File: src/inc/ras_consts.svh
/*
 Constants for the return-address stack: widths, depth and field positions.
 Assumes it is included by bare name from design files.
*/
`ifndef RAS_CONSTS_SVH
`define RAS_CONSTS_SVH
`define RAS_ADDR_W 12
`define RAS_DEPTH 30
`define RAS_PTR_W 5
`define RAS_HI_NIB_MSB 3
`define RAS_HI_NIB_LSB 0
`define RAS_REG_W 8
`define RAS_PC_RESET 12'h000
`define RAS_PTR_RESET 5'h00
`define RAS_PC_STEP 12'h001
`endif

File: src/inc/ras_pkg.sv
/*
 Types for the return-address stack.
 Assumes the constants header is compiled alongside.
*/
`include "ras_consts.svh"
package ras_pkg;
    typedef logic [`RAS_ADDR_W-1:0] ras_addr_t;
    typedef enum logic [2:0] {
        RAS_OP_NONE = 3'h0,
        RAS_OP_STEP = 3'h1,
        RAS_OP_JUMP = 3'h2,
        RAS_OP_CALL = 3'h3,
        RAS_OP_CALL_IND = 3'h4,
        RAS_OP_RET = 3'h5,
        RAS_OP_RETI = 3'h6,
        RAS_OP_IRQ = 3'h7
    } ras_op_t;
endpackage : ras_pkg

File: src/rtl/ras_store.sv
/*
 Return-address storage array, flip-flops addressed by an index.
 Assumes the controller never writes and reads the same slot with conflicting intent.
*/
`timescale 1ns/1ps
`include "ras_consts.svh"
module ras_store #(
    parameter int DEPTH = `RAS_DEPTH,
    parameter int PTR_W = `RAS_PTR_W
) (
    // Clock.
    input wire logic clk_sys,
    // Write port.
    input wire logic wr_en,
    input wire logic [PTR_W-1:0] wr_idx,
    input wire ras_pkg::ras_addr_t wr_data,
    // Read port.
    input wire logic [PTR_W-1:0] rd_idx,
    output ras_pkg::ras_addr_t rd_data
);
    ras_pkg::ras_addr_t mem_reg [DEPTH];
    ras_pkg::ras_addr_t mem_next [DEPTH];

    always_comb
    begin
        for (int i = 0; i < DEPTH; i++)
        begin
            mem_next[i] = mem_reg[i];
        end
        if (wr_en && (int'(wr_idx) < DEPTH))
        begin
            mem_next[wr_idx] = wr_data;
        end
    end

    always_ff @(posedge clk_sys)
    begin
        for (int i = 0; i < DEPTH; i++)
        begin
            mem_reg[i] <= mem_next[i];
        end
    end

    // Out-of-range reads return zero rather than an undefined slot.
    assign rd_data = (int'(rd_idx) < DEPTH) ? mem_reg[rd_idx] : '0;
endmodule : ras_store

File: src/rtl/ras_core.sv
/*
 Program-counter sequencer with return-address stack for a small 8-bit core.
 Assumes a decoder presents one operation per cycle on op with its operands.
*/
`timescale 1ns/1ps
`include "ras_consts.svh"
module ras_core #(
    parameter int DEPTH = `RAS_DEPTH,
    parameter int PTR_W = `RAS_PTR_W
) (
    // Clock and reset.
    input wire logic clk_sys,
    input wire logic srst,
    // Operation from decoder.
    input wire ras_pkg::ras_op_t op,
    input wire ras_pkg::ras_addr_t target_addr,
    input wire logic [`RAS_REG_W-1:0] target_high_register,
    input wire logic [`RAS_REG_W-1:0] target_low_register,
    // Sequencer state.
    output ras_pkg::ras_addr_t pc,
    output logic [PTR_W-1:0] depth,
    output logic fault_reset
);
    ras_pkg::ras_addr_t pc_reg, pc_next;
    logic [PTR_W-1:0] ptr_reg, ptr_next;
    logic fault_reg, fault_next;
    logic wr_en;
    logic [PTR_W-1:0] rd_idx;
    ras_pkg::ras_addr_t top_addr;
    logic [`RAS_HI_NIB_MSB:`RAS_HI_NIB_LSB] ind_hi_nib;

    function automatic ras_pkg::ras_addr_t ind_target(input logic [`RAS_REG_W-1:0] hi,
                                                       input logic [`RAS_REG_W-1:0] lo);
        ind_target = {hi[`RAS_HI_NIB_MSB:`RAS_HI_NIB_LSB], lo};
    endfunction : ind_target

    function automatic logic is_push(input ras_pkg::ras_op_t o);
        is_push = (o == ras_pkg::RAS_OP_CALL) || (o == ras_pkg::RAS_OP_CALL_IND) || (o == ras_pkg::RAS_OP_IRQ);
    endfunction : is_push

    function automatic logic is_pop(input ras_pkg::ras_op_t o);
        is_pop = (o == ras_pkg::RAS_OP_RET) || (o == ras_pkg::RAS_OP_RETI);
    endfunction : is_pop

    // The stack has no software port: only this sequencer reaches it.
    ras_store #(.DEPTH(DEPTH), .PTR_W(PTR_W)) u_store (
        .clk_sys(clk_sys),
        .wr_en(wr_en),
        .wr_idx(ptr_reg),
        .wr_data(pc_reg),
        .rd_idx(rd_idx),
        .rd_data(top_addr)
    );

    assign rd_idx = ptr_reg - PTR_W'(1);
    assign ind_hi_nib = target_high_register[`RAS_HI_NIB_MSB:`RAS_HI_NIB_LSB];

    always_comb
    begin
        pc_next = pc_reg + `RAS_PC_STEP;
        ptr_next = ptr_reg;
        fault_next = 1'b0;
        wr_en = 1'b0;
        case (op)
            ras_pkg::RAS_OP_NONE:
            begin
                pc_next = pc_reg;
            end
            ras_pkg::RAS_OP_STEP:
            begin
                pc_next = pc_reg + `RAS_PC_STEP;
            end
            ras_pkg::RAS_OP_JUMP:
            begin
                pc_next = target_addr;
            end
            ras_pkg::RAS_OP_CALL, ras_pkg::RAS_OP_CALL_IND, ras_pkg::RAS_OP_IRQ:
            begin
                // Overflow resets rather than silently corrupting return flow.
                if (int'(ptr_reg) >= DEPTH)
                begin
                    fault_next = 1'b1;
                end
                else
                begin
                    wr_en = 1'b1;
                    ptr_next = ptr_reg + PTR_W'(1);
                    if (op == ras_pkg::RAS_OP_CALL_IND)
                    begin
                        pc_next = ind_target(target_high_register, target_low_register);
                    end
                    else
                    begin
                        pc_next = target_addr;
                    end
                end
            end
            ras_pkg::RAS_OP_RET, ras_pkg::RAS_OP_RETI:
            begin
                if (ptr_reg == `RAS_PTR_RESET)
                begin
                    fault_next = 1'b1;
                end
                else
                begin
                    ptr_next = ptr_reg - PTR_W'(1);
                    pc_next = top_addr + `RAS_PC_STEP;
                end
            end
            default:
            begin
                pc_next = pc_reg;
            end
        endcase
        if (fault_next)
        begin
            pc_next = `RAS_PC_RESET;
            ptr_next = `RAS_PTR_RESET;
        end
    end

    always_ff @(posedge clk_sys)
    begin
        if (srst)
        begin
            pc_reg <= `RAS_PC_RESET;
            ptr_reg <= `RAS_PTR_RESET;
            fault_reg <= 1'b0;
        end
        else
        begin
            pc_reg <= pc_next;
            ptr_reg <= ptr_next;
            fault_reg <= fault_next;
        end
    end

    assign pc = pc_reg;
    assign depth = ptr_reg;
    assign fault_reset = fault_reg;

    ret_pop_a: assert property (@(posedge clk_sys) disable iff (srst)
        (op == ras_pkg::RAS_OP_RET && ptr_reg != `RAS_PTR_RESET) |=> (pc_reg == $past(top_addr) + `RAS_PC_STEP))
        else $error("Return did not load saved address plus one.");

    under_rst_a: assert property (@(posedge clk_sys) disable iff (srst)
        (is_pop(op) && ptr_reg == `RAS_PTR_RESET)
        |=> (fault_reg && pc_reg == `RAS_PC_RESET && ptr_reg == `RAS_PTR_RESET))
        else $error("Underflow did not force reset.");

    irq_push_a: assert property (@(posedge clk_sys) disable iff (srst)
        (op == ras_pkg::RAS_OP_IRQ && int'(ptr_reg) < DEPTH) |=> (ptr_reg == $past(ptr_reg) + 1'b1))
        else $error("Interrupt entry did not take a level.");

    reti_pop_a: assert property (@(posedge clk_sys) disable iff (srst)
        (op == ras_pkg::RAS_OP_RETI && ptr_reg != `RAS_PTR_RESET)
        |=> (pc_reg == $past(top_addr) + `RAS_PC_STEP && ptr_reg == $past(ptr_reg) - 1'b1))
        else $error("Interrupt return did not free its level.");

    irq_save_a: assert property (@(posedge clk_sys) disable iff (srst)
        (op == ras_pkg::RAS_OP_IRQ && int'(ptr_reg) < DEPTH)
        |=> (u_store.mem_reg[$past(ptr_reg)] == $past(pc_reg) && pc_reg == $past(target_addr)))
        else $error("Interrupt entry did not save its address.");

    depth_max_a: assert property (@(posedge clk_sys) disable iff (srst)
        int'(ptr_reg) <= DEPTH)
        else $error("Stack depth exceeded capacity.");

    push_depth_a: assert property (@(posedge clk_sys) disable iff (srst)
        (is_push(op) && int'(ptr_reg) < DEPTH) |=> (ptr_reg == $past(ptr_reg) + 1'b1))
        else $error("Push did not deepen the stack by one.");

    pop_depth_a: assert property (@(posedge clk_sys) disable iff (srst)
        (is_pop(op) && ptr_reg != `RAS_PTR_RESET) |=> (ptr_reg == $past(ptr_reg) - 1'b1))
        else $error("Pop did not shrink the stack by one.");

    stack_idle_a: assert property (@(posedge clk_sys) disable iff (srst)
        (!is_push(op) && !is_pop(op)) |=> $stable(ptr_reg))
        else $error("Stack depth moved without a stack operation.");

    store_wr_a: assert property (@(posedge clk_sys) disable iff (srst)
        wr_en |-> (is_push(op) && int'(ptr_reg) < DEPTH))
        else $error("Stack written outside a legal push.");

    ind_call_a: assert property (@(posedge clk_sys) disable iff (srst)
        (op == ras_pkg::RAS_OP_CALL_IND && int'(ptr_reg) < DEPTH)
        |=> (pc_reg == {$past(ind_hi_nib), $past(target_low_register)}))
        else $error("Indirect call target wrong.");

    push_save_a: assert property (@(posedge clk_sys) disable iff (srst)
        (op == ras_pkg::RAS_OP_CALL_IND && int'(ptr_reg) < DEPTH)
        |=> (u_store.mem_reg[$past(ptr_reg)] == $past(pc_reg)))
        else $error("Indirect call did not save its own address.");

    call_save_a: assert property (@(posedge clk_sys) disable iff (srst)
        (op == ras_pkg::RAS_OP_CALL && int'(ptr_reg) < DEPTH)
        |=> (u_store.mem_reg[$past(ptr_reg)] == $past(pc_reg)))
        else $error("Call did not save its own address.");

    call_tgt_a: assert property (@(posedge clk_sys) disable iff (srst)
        (op == ras_pkg::RAS_OP_CALL && int'(ptr_reg) < DEPTH) |=> (pc_reg == $past(target_addr)))
        else $error("Call did not load its target.");

    over_rst_a: assert property (@(posedge clk_sys) disable iff (srst)
        (is_push(op) && int'(ptr_reg) >= DEPTH) |=> (fault_reg && ptr_reg == `RAS_PTR_RESET))
        else $error("Overflow did not force reset.");

    fault_pulse_a: assert property (@(posedge clk_sys) disable iff (srst)
        fault_reg |-> (ptr_reg == `RAS_PTR_RESET && pc_reg == `RAS_PC_RESET))
        else $error("Fault left pointer or counter set.");

    no_fault_a: assert property (@(posedge clk_sys) disable iff (srst)
        (!(is_push(op) && int'(ptr_reg) >= DEPTH) && !(is_pop(op) && ptr_reg == `RAS_PTR_RESET))
        |=> !fault_reg)
        else $error("Fault raised without overflow or underflow.");
endmodule : ras_core

File: config.mk
export PLATFORM = sky130hd
export DESIGN_NAME = ras_core
export DESIGN_NICKNAME = d
export VERILOG_FILES = /design/src/inc/ras_pkg.sv /design/src/rtl/ras_store.sv /design/src/rtl/ras_core.sv
export VERILOG_INCLUDE_DIRS = /design/src /design/src/inc
export SDC_FILE = /design/constraint.sdc
export NUM_CORES = 1
export LEC_CHECK = 0
export BUFFER_PORTS_ARGS = -buffer_cell sky130_fd_sc_hd__buf_2
export CORE_ASPECT_RATIO = 1.2
export CORE_MARGIN = 2
export CORE_UTILIZATION = 25
export CTS_CLUSTER_SIZE = 8
export DETAILED_ROUTE_END_ITERATION = 12
export SLEW_MARGIN = 0
export SYNTH_ARGS = -nofsm -noshare
export SYNTH_HDL_FRONTEND = slang
export SYNTH_SLANG_ARGS = --single-unit
File: constraint.sdc
create_clock -name clk_sys -period 4.3 [get_ports clk_sys]
set_input_delay 0.86 -clock clk_sys [delete_from_list [all_inputs] [get_ports clk_sys]]
set_output_delay 0.86 -clock clk_sys [all_outputs]
set_load 0.01 [all_outputs]
=== Word level (Yosys, flattened, before mapping) ===
Memories as Yosys holds them, arrays and structs flattened.
Index checks and enable logic that the tools add are counted.

* Bits in registers: 18
* Bits in writable memories: 360
* Input port bits: 33
* Output and inout bits: 18
* Memories: 1

* Add/sub/neg operators: 4
* Magnitude comparators: 5
* Eq/ne operators: 9
* Muxes and demuxes: 17
* Bitwise operators: 1
* Reduce and logical (&&, ||, !) cells: 9

{| class="wikitable"
|+ Memories
! memory !! depth !! width !! rd ports !! clocked after memory_dff !! wr ports !! RTL line !! RTL
|-
| u_store.mem_reg || 30 || 12 || 31 || 0 || 30 || ras_store.sv:21 || <nowiki>ras_pkg::ras_addr_t mem_reg [DEPTH];</nowiki>
|}

{| class="wikitable"
|+ Operator list
! kind !! number
|-
| $bwmux W360 || 1
|-
| $mux W360 || 1
|-
| $demux W12 S5 || 1
|-
| $mux W12 || 5
|-
| $pmux W12 S4 || 1
|-
| $add A12 B1 Y12 const B || 2
|-
| $eq A3 B3 Y1 const B || 4
|-
| $lt A5 B5 Y1 const B || 2
|-
| $mux W5 || 2
|-
| $pmux W5 S2 || 1
|-
| $eq A3 B2 Y1 const B || 2
|-
| $ge A6 B6 Y1 const B || 1
|-
| $lt A6 B1 Y1 const B || 1
|-
| $not A5 Y6 || 1
|-
| $add A5 B1 Y5 const B || 1
|-
| $ge A5 B5 Y1 const B || 1
|-
| $logic_not A5 Y1 || 1
|-
| $sub A5 B1 Y5 const B || 1
|-
| $mux W1 || 4
|-
| $ne A2 B2 Y1 const B || 2
|-
| $reduce_or A2 Y1 || 2
|-
| $eq A3 B1 Y1 const B || 1
|-
| $logic_not A3 Y1 || 1
|-
| $reduce_and A3 Y1 || 1
|-
| other kinds (4) || 5
|}

=== Depth between registers and ports, before layout ===
* Depth after elaboration: 7
* Gate-level depth with buffers: 17
* Gate-level depth less buffers: 11

=== By module ===
A second synthesis with hierarchy kept.

* Cell total of the unflattened synthesis: 1020
* Area, all modules: 15999.1 um^2

{| class="wikitable"
|+ By module, submodules not included
! module !! instances !! cells an instance !! area an instance (um^2) !! sequential area each (um^2)
|-
| ras_store || 1 || 788 || 14203.6 || 10810.4
|-
| ras_core || 1 || 232 || 1795.5 || 360.3
|}

=== Least setup slack after synthesis ===
OpenSTA, ideal clock, no wires.

* Kind: register to register
* Start point: register ptr_reg[0], in the netlist depth[0]
* End point: register pc_reg[2], in the netlist pc[2]
* Setup time: 131 ps
* Arrival time: 3595 ps
* Required time: 4169 ps
* Path slack: 573 ps
* Cell stages (with the launch flop): 18
* Path buffers: 6
* Clock period less this slack: 3727 ps
* Cell sequence: dfxtp_1 -> buf_4 -> inv_1 -> buf_2 -> ha_1 -> buf_4 -> buf_6 -> buf_2 -> buf_2 -> mux4_2 -> mux2i_1 -> nor3_1 -> a221o_1 -> ha_1 -> xor2_1 -> a221o_1 -> a21oi_1 -> nor3_1

* Cells in the longest elaborated chain, start to end: 6

{| class="wikitable"
|+ RTL lines
! element !! RTL line !! RTL
|-
| from (decl) || ras_core.sv:25 || <nowiki>logic [PTR_W-1:0] ptr_reg, ptr_next;</nowiki>
|-
| from (signal assigned) || ras_core.sv:127 || <nowiki>ptr_reg <= `RAS_PTR_RESET;</nowiki>
|-
| from (signal assigned) || ras_core.sv:133 || <nowiki>ptr_reg <= ptr_next;</nowiki>
|-
| $sub A5 B1 Y5 (*) || ras_core.sv:55 || <nowiki>assign rd_idx = ptr_reg - PTR_W'(1);</nowiki>
|-
| via rd_idx[0] || ras_core.sv:28 || <nowiki>logic [PTR_W-1:0] rd_idx;</nowiki>
|-
| $mem_v2 Z30 W12 / $lt A5 B5 Y1 (equally long branches) || - ||
|-
| $mux W12 (*) || ras_store.sv:45 || <nowiki>assign rd_data = (int'(rd_idx) < DEPTH) ? mem_reg[rd_idx] : '0;</nowiki>
|-
| $add A12 B1 Y12 (no source line) (*) || - ||
|-
| $mux W12 (*) || ras_core.sv:100 || <nowiki>if (ptr_reg == `RAS_PTR_RESET)</nowiki>
|-
| $pmux W12 S4 (*) || ras_core.sv:64 || <nowiki>case (op)</nowiki>
|-
| to (signal assigned) || ras_core.sv:126 || <nowiki>pc_reg <= `RAS_PC_RESET;</nowiki>
|-
| to (signal assigned) || ras_core.sv:132 || <nowiki>pc_reg <= pc_next;</nowiki>
|-
| to (decl) || ras_core.sv:24 || <nowiki>ras_pkg::ras_addr_t pc_reg, pc_next;</nowiki>
|}

The timed path passes the listed nets; every way through them passes the cells marked *.
A chain may end at the register's enable or synchronous reset.

=== Worst setup path in the final report ===
* Start point: register ptr_reg[0], in the netlist depth[0]
* End point: register pc_reg[11], in the netlist pc[11]

* Cells in the longest elaborated chain, start to end: 6

{| class="wikitable"
|+ RTL lines
! element !! RTL line
|-
| $sub A5 B1 Y5 || ras_core.sv:55
|-
| $mem_v2 Z30 W12 / $lt A5 B5 Y1 (equally long branches) || -
|-
| $mux W12 || ras_store.sv:45
|-
| $add A12 B1 Y12 (no source line) || -
|-
| $mux W12 || ras_core.sv:100
|-
| $pmux W12 S4 || ras_core.sv:64
|}

Several ways; a longest one is shown, not always the timed one.

==> metrics.cfg <==
[clock_tree]
numCtsBuffers = 53
postCtsResizedCells = 0
cts.sink_count = 378
clock_latency_ns = 0.57
cts_buffer_depth = 3
postCtsHoldBufs = 0
post_cts_buffers = 0
worst_setup_hold_path_clk_slew_ns = 0.05
cts_tree = built
htree_levels = 2
cts-root-buf = clkbuf_16

[timing]
grt_setup_unrepaired = no
finClkSkew_ns = 0.0337
worst_pin_slew_ns = 1.00
fin_crit_ns = 3.93
slew_headroom_pct = 33.2
final-max-slew-violation-count = 0
worst_slack_ns = 0.372
hold_violations = 0
setup_viol = 0
fmax_mhz = 255
tns_ns = 0
whs_ns = 0.485
period_share_pct = 91.4

[routing]
num_vias = 9221
met1_length_mm = 17.1
routed_wl_mm = 41.0
dr.max_layer_used = met4
viasPerCell = 4.79
dr.pass1.iters = 6
route.detailed.drc = 0
wl_met3_mm = 2.39
drt_iter0_drc = 636
routed-wl-met2_mm = 20.2
final_antenna_net_count = 0
routedWlPerCell_um = 21.3

[synthesis]
syn_inst = 953
syn_area_per_cell_um2 = 17.0
syn_area_mm2 = 0.0162
synth_edf_count = 360
synth_cell_types = 70
ys.flop_type = edfxtp_1
synth_nets = 993
ys_seq_area_share_pct = 69.0
ys_warn_count = 0
synth-seq-cells = 378
ys_async_sr_fraction_pct = 0

[power_and_ir_drop]
power.total_mw = 10.6
p_leak_nw = 6.27
ir_worst_vdd_uv = 300
power_density_mw_per_mm2 = 551

[final_layout]
fin_util_pct = 29.9
drive_gt1_share_pct = 25.3
finalNonFillerCells = 1925
largest_register_ffs = 360
finalInstanceArea_mm2 = 0.0192
fin_nets = 1109
n_fill_cell = 6325
antennaDiodeCount = 0
synthToLayoutAreaGrowth_pct = 18.8

[global_routing]
grt_pass1_vias = 9393
grt_max_degree = 97
overflow = 0
track_usage_pct = 12.2
grt_first_pass_wirelength_mm = 61.0
grt_antenna_before_repair = 1

[floorplan]
core_region_area_mm2 = 0.0643
die_area_mm2 = 0.0668
num_io_pins = 51
num_rows = 102
die_h_um = 283
initial_utilization_pct = 25.2
dieWidth_um = 236

[worst_setup_path]
crit_path_max_fanout = 48
worstPathRequired_ns = 4.78
critical_path.top_delay_family = compound AO/OA/AOI/OAI gates
worstPathArrival_ns = 4.41
worst-setup-path-type = reg -> reg
startpoint_type = register
crit_chain = inv_1 > buf_4 > ha_4 > buf_12 > mux2i_1 > mux4_2 > a21oi_1 > a221o_1 > nand4_1 > or3_1 > xnor2_1 > a221oi_2
worst-path-buf-inv = 3
cp-end-kind = register
worst_path_max_delay_cell = ha_4
slowest_delay_ns = 0.62

[flow_run]
maxCapViolCount = 0

[status]
status = finished, final reports clean

[placed_design]
place_hpwl_mm = 26.0
place_inst = 1846
io_buffers = 46
place_ws_ns = 0.449
gp_congestion = 0.895
postPlaceCellArea_mm2 = 0.0178

[hold_path]
hold_class = in -> reg

[worst paths after layout]
| path | from | to | slack, ns | cells past startpoint |
|---|---|---|---|---|
| max | depth[0] | pc[11] | 0.37 | 12 |
| min | srst | fault_reset | 0.49 | 2 |
| min reg2reg | pc[4] | pc[4] | 0.61 | 2 |
| max reg2reg | depth[0] | pc[11] | 0.37 | 12 |
[synth_stat cells, drive strengths merged, types with 3 or more instances]
library cell	count	area, um^2
mux2	7	78.8
o21ai	24	120
a21o	4	30.0
or3	8	55.1
nor2b	6	37.5
o22ai	4	25.0
nand2	59	221
a2111oi	3	27.5
edfxtp	360	10800
mux4	78	1760
a211o	8	70.1
o221ai	5	50.0
mux2i	54	541
xnor2	14	149
nor2	64	240
buf	37	246
a31oi	7	43.8
clkbuf	17	63.8
a21oi	31	155
nor3b	7	57.6
inv	7	26.3
dfxtp	18	360
nand3	16	80.1
xor2	11	96.3
o31ai	6	45.0
o311ai	4	57.6
ha	7	87.6
a221o	5	50.1
nor4b	3	26.3
a211oi	8	65.1
nor3	25	130
nand3b	5	37.5
a22oi	6	45.0
nand4	5	37.5
[per-layer routing]
metal  up-vias  track usage [%]
met2       314             21.0
met5         -                0
met1      4783             15.1
met3        64             2.41
li1       4060                -
met4         0             4.64
[logic make-up after synthesis]
family	share of synthesized area, %
buf+inv	2.08
mux	14.7
compound gates	5.91
flops	69.0
xor+xnor	1.52
fa+ha+maj	0.541
simple gates	6.20
[where the power goes]
part	total (mW)	internal [mW]	switching, mW
logic	2.50	1.00	1.50
registers	4.35	4.26	0.0991
clock network	3.74	2.30	1.44
[layout make-up]
type | instances | area, um^2 | area share, %
repair buffers | 115 | 798 | 4.15
inverters | 7 | 26.3 | 0.137
multi-input cells | 514 | 4710 | 24.5
clock buffers | 77 | 1460 | 7.59
flip-flops and latches | 378 | 11200 | 58.1
clock inverters | 2 | 17.5 | 0.0911
well taps | 832 | 1040 | 5.41
[layout by cell type, fill, tap and decap left out, drive strengths merged, types with 6 or more instances in the layout]
cell type and instances:
a31oi 7, o21ai 24, nor3 25, o31ai 6, dfxtp 18, mux2 7, ha 7, a22oi 6
buf 115, a211oi 8, inv 8, nor2b 6, mux4 78, nor3b 7, nand2 59, xor2 11
a211o 8, edfxtp 360, clkbuf 77, nor2 64, mux2i 54, or3 8, a21oi 31, nand3 16
xnor2 14
No activity file was read; power rests on OpenSTA's default activity.
